`src/hdl/jlsm_regs.svh`:
```
`ifndef JLSM_REGS_SVH
`define JLSM_REGS_SVH
// Functional notes
// - 8-bit single 16-lane: even set one, odd two
// - 8-bit dual 8-lane: A set one, B two
// - 8-bit dual 16-lane: A set one, B two
// - dec4 4-lane: I lane 0, Q lane 1
// - dec4 8-lane: I lanes 0-1, Q lanes 2-3
// - dec4 16-lane: I lanes 0-3, Q lanes 4-7
// - dec8 2-lane: four octets, I then Q
// - dec8 4-lane: I lane 0, Q lane 1
// - dec8 8-lane: I lanes 0-1, Q lanes 2-3
// - dec8 16-lane: I lanes 0-3, Q lanes 4-7
// - word is sample plus limit flag, I0/Q1
// - 12-bit: four samples over three lanes, MSB first
// - 12-bit: even samples set one, odd set two
// - flag high when magnitude exceeds its limit

// ----------------------------------------------------------
// link mode numbers, grouped by lane layout
// ----------------------------------------------------------
`define JLSM_M_S8_16 7'h06, 7'h32
`define JLSM_M_D8_8 7'h07, 7'h2D
`define JLSM_M_D8_16 7'h08, 7'h33
`define JLSM_M_C4 7'h0A, 7'h25, 7'h0E, 7'h31, 7'h39, 7'h3C, 7'h43
`define JLSM_M_C8 7'h0B, 7'h2F, 7'h0F, 7'h37, 7'h3A
`define JLSM_M_C16 7'h0C, 7'h35, 7'h10
`define JLSM_M_C2 7'h0D, 7'h27, 7'h38, 7'h3B, 7'h42, 7'h44
`define JLSM_M_S12 7'h13, 7'h2A

// ----------------------------------------------------------
// field widths, frame sizes and reset values
// ----------------------------------------------------------
`define JLSM_S12_W 12
`define JLSM_CPX_W 15
`define JLSM_OCT_ONE 3'h1
`define JLSM_OCT_TWO 3'h2
`define JLSM_OCT_FOUR 3'h4
`define JLSM_BUF_DEPTH 2'h2
`define JLSM_CNT_RST 2'h0
`define JLSM_POS_RST 2'h0
`endif

```
`src/hdl/jlsm_pkg.sv`:
```
package jlsm_pkg;
	// lane layouts shared by several link modes
	typedef enum logic [3:0] {
		LAY_NONE, LAY_S8_16, LAY_D8_8, LAY_D8_16, LAY_C4,
		LAY_C8, LAY_C16, LAY_C2, LAY_S12
	} jlsm_layout_t;
	// lanes 0..7 are set one, 8..15 set two; octet 0 in [31:24]
	typedef logic [15:0][31:0] jlsm_frame_t;
endpackage

```
`src/hdl/jlsm_mapper.sv`:
```
`timescale 1ns/1ps
`include "jlsm_regs.svh"
module jlsm_mapper
	import jlsm_pkg::*;
(
	// clock and reset
	input wire logic i_sys_clk,
	input wire logic i_resetn,
	// configuration
	input wire logic [6:0] i_link_mode_index,
	input wire logic [14:0] i_overrange_limit_zero,
	input wire logic [14:0] i_overrange_limit_one,
	// sample frame from the converter path
	input wire logic i_frame_valid,
	input wire logic [191:0] i_byp_samples,
	input wire logic [59:0] i_chan_one_inphase,
	input wire logic [59:0] i_chan_one_quad,
	input wire logic [59:0] i_chan_two_inphase,
	input wire logic [59:0] i_chan_two_quad,
	output logic o_frame_ready,
	output logic o_mode_supported,
	// octet stream to the link layer
	input wire logic i_link_ready,
	output logic o_octet_valid,
	output logic [1:0] o_octet_index,
	output logic o_frame_end,
	output logic [63:0] o_lane_set_one,
	output logic [63:0] o_lane_set_two
);

	// ----------------------------------------------------------
	// helper functions
	// ----------------------------------------------------------

	// layout decode from the mode number
	// numbers outside the table fall to LAY_NONE and are refused
	function automatic jlsm_layout_t decode_mode(input logic [6:0] m);
		jlsm_layout_t l;
		l = LAY_NONE;
		unique case (m)
			`JLSM_M_S8_16: l = LAY_S8_16;
			`JLSM_M_D8_8: l = LAY_D8_8;
			`JLSM_M_D8_16: l = LAY_D8_16;
			`JLSM_M_C4: l = LAY_C4;
			`JLSM_M_C8: l = LAY_C8;
			`JLSM_M_C16: l = LAY_C16;
			`JLSM_M_C2: l = LAY_C2;
			`JLSM_M_S12: l = LAY_S12;
			default: l = LAY_NONE;
		endcase
		return l;
	endfunction

	// octets each lane carries per frame
	// LAY_NONE counts one octet so a stray frame still drains
	function automatic logic [2:0] frame_octets(input jlsm_layout_t l);
		logic [2:0] n;
		n = `JLSM_OCT_TWO;
		unique case (l)
			LAY_NONE, LAY_S8_16, LAY_D8_8, LAY_D8_16: begin
				n = `JLSM_OCT_ONE;
			end
			LAY_C2: n = `JLSM_OCT_FOUR;
			LAY_C4, LAY_C8, LAY_C16, LAY_S12: n = `JLSM_OCT_TWO;
		endcase
		return n;
	endfunction

	// one raw bypass sample, 12 bits wide
	function automatic logic [11:0] raw_samp(input logic [191:0] v,
			input int idx);
		return v[idx * `JLSM_S12_W +: `JLSM_S12_W];
	endfunction

	// low octet of one bypass entry, for the 8-bit layouts
	function automatic logic [7:0] raw8(input logic [191:0] v,
			input int idx);
		return v[idx * `JLSM_S12_W +: 8];
	endfunction

	// magnitude of a signed 15-bit value; -16384 still fits unsigned
	function automatic logic [14:0] mag15(input logic [14:0] x);
		return x[14] ? 15'(~x + 15'h0001) : x;
	endfunction

	// complex word: 15-bit sample in the top, limit flag in bit 0
	// strict compare: a magnitude equal to the limit leaves it low
	function automatic logic [15:0] cword(input logic [59:0] v,
			input int idx, input logic [14:0] lim);
		logic [14:0] s;
		s = v[idx * `JLSM_CPX_W +: `JLSM_CPX_W];
		return {s, mag15(s) > lim};
	endfunction

	// place the sample set of one frame onto the sixteen lanes
	function automatic jlsm_frame_t map_frame(input jlsm_layout_t l,
			input logic [191:0] byp, input logic [59:0] ci,
			input logic [59:0] cq, input logic [59:0] di,
			input logic [59:0] dq, input logic [14:0] lz,
			input logic [14:0] lo);
		jlsm_frame_t f;
		logic [47:0] pe;
		logic [47:0] po;
		f = '0;
		pe = '0;
		po = '0;
		// lanes a layout leaves unused stay at zero
		unique case (l)
			LAY_NONE: f = '0;
			LAY_S8_16: begin
				for (int k = 0; k < 8; k++) begin
					f[k][31:24] = raw8(byp, 2 * k);
					f[8 + k][31:24] = raw8(byp, 2 * k + 1);
				end
			end
			LAY_D8_8: begin
				for (int n = 0; n < 4; n++) begin
					f[n][31:24] = raw8(byp, n);
					f[8 + n][31:24] = raw8(byp, 8 + n);
				end
			end
			LAY_D8_16: begin
				for (int n = 0; n < 8; n++) begin
					f[n][31:24] = raw8(byp, n);
					f[8 + n][31:24] = raw8(byp, 8 + n);
				end
			end
			LAY_C4: begin
				f[0][31:16] = cword(ci, 0, lz);
				f[1][31:16] = cword(cq, 0, lo);
				f[8][31:16] = cword(di, 0, lz);
				f[9][31:16] = cword(dq, 0, lo);
			end
			LAY_C8: begin
				for (int n = 0; n < 2; n++) begin
					f[n][31:16] = cword(ci, n, lz);
					f[2 + n][31:16] = cword(cq, n, lo);
					f[8 + n][31:16] = cword(di, n, lz);
					f[10 + n][31:16] = cword(dq, n, lo);
				end
			end
			LAY_C16: begin
				for (int n = 0; n < 4; n++) begin
					f[n][31:16] = cword(ci, n, lz);
					f[4 + n][31:16] = cword(cq, n, lo);
					f[8 + n][31:16] = cword(di, n, lz);
					f[12 + n][31:16] = cword(dq, n, lo);
				end
			end
			LAY_C2: begin
				// in-phase in octets 0-1, quadrature in 2-3
				f[0] = {cword(ci, 0, lz), cword(cq, 0, lo)};
				f[8] = {cword(di, 0, lz), cword(dq, 0, lo)};
			end
			LAY_S12: begin
				for (int g = 0; g < 2; g++) begin
					// four samples packed MSB first
					pe = {raw_samp(byp, 8 * g), raw_samp(byp, 8 * g + 2),
						raw_samp(byp, 8 * g + 4), raw_samp(byp, 8 * g + 6)};
					po = {raw_samp(byp, 8 * g + 1), raw_samp(byp, 8 * g + 3),
						raw_samp(byp, 8 * g + 5), raw_samp(byp, 8 * g + 7)};
					for (int p = 0; p < 3; p++) begin
						f[3 * g + p][31:16] = pe[47 - 16 * p -: 16];
						f[8 + 3 * g + p][31:16] = po[47 - 16 * p -: 16];
					end
				end
			end
		endcase
		return f;
	endfunction

	// pick one octet position across all sixteen lanes
	// octet 0 is the top byte of each lane word
	function automatic logic [127:0] pick_octets(input jlsm_frame_t f,
			input logic [1:0] pos);
		logic [127:0] o;
		o = '0;
		for (int ln = 0; ln < 16; ln++) begin
			o[8 * ln +: 8] = f[ln][31 - 8 * pos -: 8];
		end
		return o;
	endfunction

	// ----------------------------------------------------------
	// reset release
	// ----------------------------------------------------------

	// every other flop except the frame buffer storage resets from the synchronised copy
	logic rst_meta_reg;
	logic rst_sync_reg;

	// async assert, two-stage release so no flop sees a runt edge
	always_ff @(posedge i_sys_clk or negedge i_resetn) begin
		if (!i_resetn) begin
			rst_meta_reg <= 1'b0;
			rst_sync_reg <= 1'b0;
		end else begin
			rst_meta_reg <= 1'b1;
			rst_sync_reg <= rst_meta_reg;
		end
	end

	// ----------------------------------------------------------
	// mapping and two-entry frame buffer
	// ----------------------------------------------------------

	// two frame slots and their octet counts; pointers toggle
	jlsm_frame_t buf_frame_reg [2];
	logic [2:0] buf_oct_reg [2];
	logic wr_ptr_reg;
	logic rd_ptr_reg;
	logic [1:0] cnt_reg;
	logic [1:0] cnt_next;
	logic [1:0] pos_reg;

	// layout and mapped frame for the incoming sample set
	// limitation: switch modes only with the pipe empty; a frame taken
	// in the cycle after a switch to an unknown mode maps to zeros
	wire jlsm_layout_t cur_layout = decode_mode(i_link_mode_index);
	wire mode_ok = (cur_layout != LAY_NONE);
	wire jlsm_frame_t mapped = map_frame(cur_layout, i_byp_samples,
		i_chan_one_inphase, i_chan_one_quad, i_chan_two_inphase,
		i_chan_two_quad, i_overrange_limit_zero, i_overrange_limit_one);

	// handshake terms; a stalled link holds the buffer, nothing is lost
	// pop fires when a frame's last octet moves to the output flops
	wire push = i_frame_valid && o_frame_ready;
	wire have = (cnt_reg != `JLSM_CNT_RST);
	wire adv = have && (!o_octet_valid || i_link_ready);
	wire [2:0] head_oct = buf_oct_reg[rd_ptr_reg];
	wire last_oct = ({1'b0, pos_reg} == 3'(head_oct - 3'h1));
	wire pop = adv && last_oct;
	wire [127:0] head_bytes = pick_octets(buf_frame_reg[rd_ptr_reg],
		pos_reg);

	// occupancy after this cycle's push and pop
	always_comb begin
		cnt_next = cnt_reg;
		if (push && !pop) begin
			cnt_next = 2'(cnt_reg + 2'h1);
		end else if (pop && !push) begin
			cnt_next = 2'(cnt_reg - 2'h1);
		end
	end

	// buffer storage, written on accepted frames only
	always_ff @(posedge i_sys_clk) begin
		if (push) begin
			buf_frame_reg[wr_ptr_reg] <= mapped;
			buf_oct_reg[wr_ptr_reg] <= frame_octets(cur_layout);
		end
	end

	// pointers, occupancy and ready; unknown modes refuse frames
	// ready looks at cnt_next, so a full buffer never takes a third
	always_ff @(posedge i_sys_clk or negedge rst_sync_reg) begin
		if (!rst_sync_reg) begin
			wr_ptr_reg <= 1'b0;
			rd_ptr_reg <= 1'b0;
			cnt_reg <= `JLSM_CNT_RST;
			o_frame_ready <= 1'b0;
			o_mode_supported <= 1'b0;
		end else begin
			wr_ptr_reg <= wr_ptr_reg ^ push;
			rd_ptr_reg <= rd_ptr_reg ^ pop;
			cnt_reg <= cnt_next;
			o_frame_ready <= (cnt_next != `JLSM_BUF_DEPTH) && mode_ok;
			o_mode_supported <= mode_ok;
		end
	end

	// ----------------------------------------------------------
	// octet serialiser
	// ----------------------------------------------------------

	// octets leave in ascending order, one position per accepted beat
	// the output flops act as a third stage: a slot frees as soon as
	// its last octet is loaded, before the link has taken it
	always_ff @(posedge i_sys_clk or negedge rst_sync_reg) begin
		if (!rst_sync_reg) begin
			pos_reg <= `JLSM_POS_RST;
			o_octet_valid <= 1'b0;
			o_octet_index <= `JLSM_POS_RST;
			o_frame_end <= 1'b0;
			o_lane_set_one <= '0;
			o_lane_set_two <= '0;
		end else if (adv) begin
			pos_reg <= last_oct ? `JLSM_POS_RST : 2'(pos_reg + 2'h1);
			o_octet_valid <= 1'b1;
			o_octet_index <= pos_reg;
			o_frame_end <= last_oct;
			o_lane_set_one <= head_bytes[63:0];
			o_lane_set_two <= head_bytes[127:64];
		end else if (i_link_ready) begin
			o_octet_valid <= 1'b0;
			o_frame_end <= 1'b0;
		end
	end

endmodule

```
`config.mk`:
```
export PLATFORM = sky130hd
export DESIGN_NAME = jlsm_mapper
export DESIGN_NICKNAME = d
export VERILOG_FILES = /design/src/hdl/jlsm_pkg.sv /design/src/hdl/jlsm_mapper.sv
export VERILOG_INCLUDE_DIRS = /design/src /design/src/hdl
export SDC_FILE = /design/constraint.sdc
export NUM_CORES = 2
export LEC_CHECK = 0
export ABC_CLOCK_PERIOD_IN_PS = 6800
export BUFFER_PORTS_ARGS = -buffer_cell sky130_fd_sc_hd__buf_2
export CAP_MARGIN = 20
export CELL_PAD_IN_SITES_DETAIL_PLACEMENT = 0
export CELL_PAD_IN_SITES_GLOBAL_PLACEMENT = 1
export CORE_ASPECT_RATIO = 0.8
export CORE_MARGIN = 3
export CORE_UTILIZATION = 44
export CTS_CLUSTER_DIAMETER = 40
export DETAILED_ROUTE_END_ITERATION = 10
export PLACE_DENSITY = 0.75
export SYNTH_ARGS = -nofsm -noshare
export SYNTH_HDL_FRONTEND = slang
export SYNTH_SLANG_ARGS = --single-unit
```
`constraint.sdc`:
```
create_clock -name i_sys_clk -period 6.8 [get_ports i_sys_clk]
set_clock_uncertainty 0.1 [all_clocks]
set_input_delay 1.36 -clock i_sys_clk [delete_from_list [all_inputs] [get_ports i_sys_clk]]
set_output_delay 1.36 -clock i_sys_clk [all_outputs]
set_load 0.02 [all_outputs]
```
==> impl_metrics.py <==
metrics = {
    "clocking": {
        "post_cts_buffers": 0,
        "cts_tree": "done",
        "cts_hold_buf": 0,
        "clkSinkCount": 724,
        "cts-buffers-inserted": 104,
        "clk_latency_ns": 0.70,
        "cts-root-buf": "clkbuf_16",
        "clockBufferDepth": 3,
        "htree_levels": 3,
        "clkTransAtPathRegs_ns": 0.06,
        "cts_resized": 0,
    },
    "critical_path": {
        "worstPathRequired_ns": 6.99,
        "crit_arrival_ns": 5.37,
        "max_stage_delay_ns": 0.60,
        "crit_chain": "buf_2 -> ha_1 -> or2_0 -> a31o_2 -> a32o_1 -> or2_2 -> buf_4 -> nor3_2 -> buf_4 -> a22oi_1 -> o21ai_0",
        "cpMaxStageDelayCell": "o21ai_0",
        "path_common_cell": "buf_4",
        "cp_max_fo": 38,
        "path_class": "primary input to flop",
        "start_kind": "primary input",
        "cp-end-kind": "flop",
    },
    "route": {
        "drt_iter0_markers": 5871,
        "wl_per_cell_um": 34.6,
        "drtPass1Iterations": 7,
        "drt_wl_total_mm": 184,
        "ant_nets": 0,
        "route.detailed.drc": 0,
        "vias": 35100,
        "via_per_inst": 6.60,
    },
    "timing": {
        "period_minus_slack_ns": 5.18,
        "tightest_slew_ns": 1.35,
        "slew_viol_final": 0,
        "final-hold-violation-count": 0,
        "post-route-period-util": 0.762,
        "finalSetupTns_ns": 0,
        "fmax_mhz": 193,
        "rsz0062_at_grt": "no",
        "setup_viol": 0,
        "setup_ws_ns": 1.62,
        "slew-limit-headroom": 0.0920,
    },
    "yosys": {
        "netlist_area_um2": 41400,
        "async_flop_share": 0.196,
        "synth_area_leaders": "edfxtp_1, dfrtp_1, ha_1",
        "synth-edff-count": 582,
        "ys.flop_type": "edfxtp_1",
        "synth_top_cell_area_share": 0.422,
        "synth_cells": 3424,
        "yosys.area.top_type": "edfxtp_1",
        "synth.distinct_cells": 68,
        "yosysSeqAreaShare": 0.508,
        "avgSynthCellArea_um2": 12.1,
        "ys_warn_count": 0,
        "synth_seq_cells": 724,
        "syn_nets": 4161,
    },
    "floorplan": {
        "fp.dieH_um": 280,
        "coreArea_um2": 93200,
        "dieArea_um2": 97900,
        "rows": 100,
        "io_pins": 607,
        "die_w_um": 349,
        "initial_utilization": 0.445,
    },
    "pwr": {
        "power.density_nw_per_um2": 358,
        "max-vdd-ir-drop_mv": 0.269,
        "p_leak_nw": 19.8,
    },
    "cells_and_area": {
        "final_common_cell": "buf_2",
        "stdcell_count": 5321,
        "utilization": 0.531,
        "final_nets": 4706,
        "largest_reg_flops": 576,
        "area_growth_pct": 19.4,
        "drive_above_1_share": 0.249,
        "final_cell_mix": "buf_2, edfxtp_1, nand2_1",
    },
    "placement": {
        "dp_cells": 5087,
        "dpl.hpwl_mm": 137,
        "place_congestion": 0.981,
        "portBuffers": 606,
        "dp_slack_ns": 1.31,
    },
    "worst_hold_path": {
        "hold_class": "flop to flop",
    },
    "global_routing": {
        "grt_overflow": 0,
        "antenna_found_initial": 72,
        "grt_max_degree": 113,
        "globalRouteTotalUtil": 0.365,
        "first_global_vias": 32000,
        "grt_pass1_wl_mm": 249,
    },
    "outcome": {
        "status": "finished, final reports clean",
    },
    "run": {
        "maxCapViolCount": 0,
    },
}
## area by class of cell
type,instances,area (µm²)
Clock buffer,121,2730
Fill cell,8120,43800
Clock inverter,77,901
Multi-Input combinational cell,2405,19400
Sequential cell,724,21000
Tap cell,1224,1530
Antenna cell,36,90.1
Inverter,82,308
Timing Repair Buffer,652,3490
## metal layers
| metal | global-route usage | share of wire | vias up |
|---|---|---|---|
| li1 | - | - | 14500 |
| met1 | 0.518 | 0.40 | 17400 |
| met2 | 0.483 | 0.40 | 2717 |
| met3 | 0.160 | 0.16 | 451 |
| met4 | 0.145 | 0.043 | 36 |
| met5 | 0 | 0.0014 | - |
## critical path: cells and delay by family
family	cells	cell delay [ns]
AOI/OAI and AO/OA	4	1.39
and+or+nand+nor	3	1.30
buffers and inverters	3	1.00
adders and majority gates	1	0.28
## synth_stat cells (4+ instances only)
cell      count
buf_4         6
edfxtp_1    582
a21oi_1     109
nor2b_1      23
nor3_1       32
clkbuf_1    146
mux4_2      144
nor4bb_1      6
a221o_1      51
nand2b_1     33
or4_1        22
a22oi_1      78
and3_1       16
o41ai_1      28
nand2_1     383
nor4_1       21
o31ai_1      59
nand3_1      88
o21a_1       22
o211ai_1      7
buf_1        24
a31oi_1       4
or2_2         7
nand4_1      37
buf_2        37
a21o_1       51
mux2i_1      50
a32oi_1      44
o21ai_1      11
xnor2_1     187
ha_1        264
nor2_1       85
xor2_1       13
a211oi_1     10
o21ai_0     226
and2_1       54
dfrtp_1     142
inv_1        82
a22o_1      160
and4_1        8
or3_1        26
## where the power goes
part	switching [mW]	total (mW)	internal, mW
clock network	2.23	5.55	3.33
registers	0.469	6.41	5.94
logic	3.60	5.75	2.15
## cells by family (layout without fill, tap and decap cells)
group | count (synthesis) | count (layout) | synth area share
flip-flops | 724 | 724 | 0.508
buffers and inverters | 295 | 932 | 0.0284
adder cells (fa/ha/maj) | 264 | 264 | 0.0797
AND/OR/NAND/NOR | 855 | 855 | 0.100
multiplexers | 194 | 194 | 0.0903
AO/OA/AOI/OAI | 891 | 891 | 0.152
XOR/XNOR | 200 | 200 | 0.0423
other | 1 | 37 | 0.0000905
## metrics by stage
step	hold WS [ns]	power, mW	area [µm²]
finish	0.250	17.7	49500
global placement	0.235	12.1	45700
global route	0.269	18.3	49400
detailed placement	0.238	12.1	45700
CTS	0.251	17.6	49400
floorplan	0.231	10.1	41400
## worst paths after layout
check                                           from                     to  slack (ns)  cells past startpoint
worst max-delay path            i_link_mode_index[0]  buf_frame_reg[0][194]        1.62                     11
worst min-delay path                    rst_meta_reg           rst_sync_reg        0.25                      0
worst max register to register            rd_ptr_reg     o_lane_set_two[31]        3.88                      3
worst min register to register          rst_meta_reg           rst_sync_reg        0.25                      0
max in group asynchronous               rst_sync_reg     o_lane_set_two[61]        4.93                      1
min in group asynchronous                   i_resetn           rst_sync_reg        0.36                      1
No activity file was read; power rests on OpenSTA's default activity.
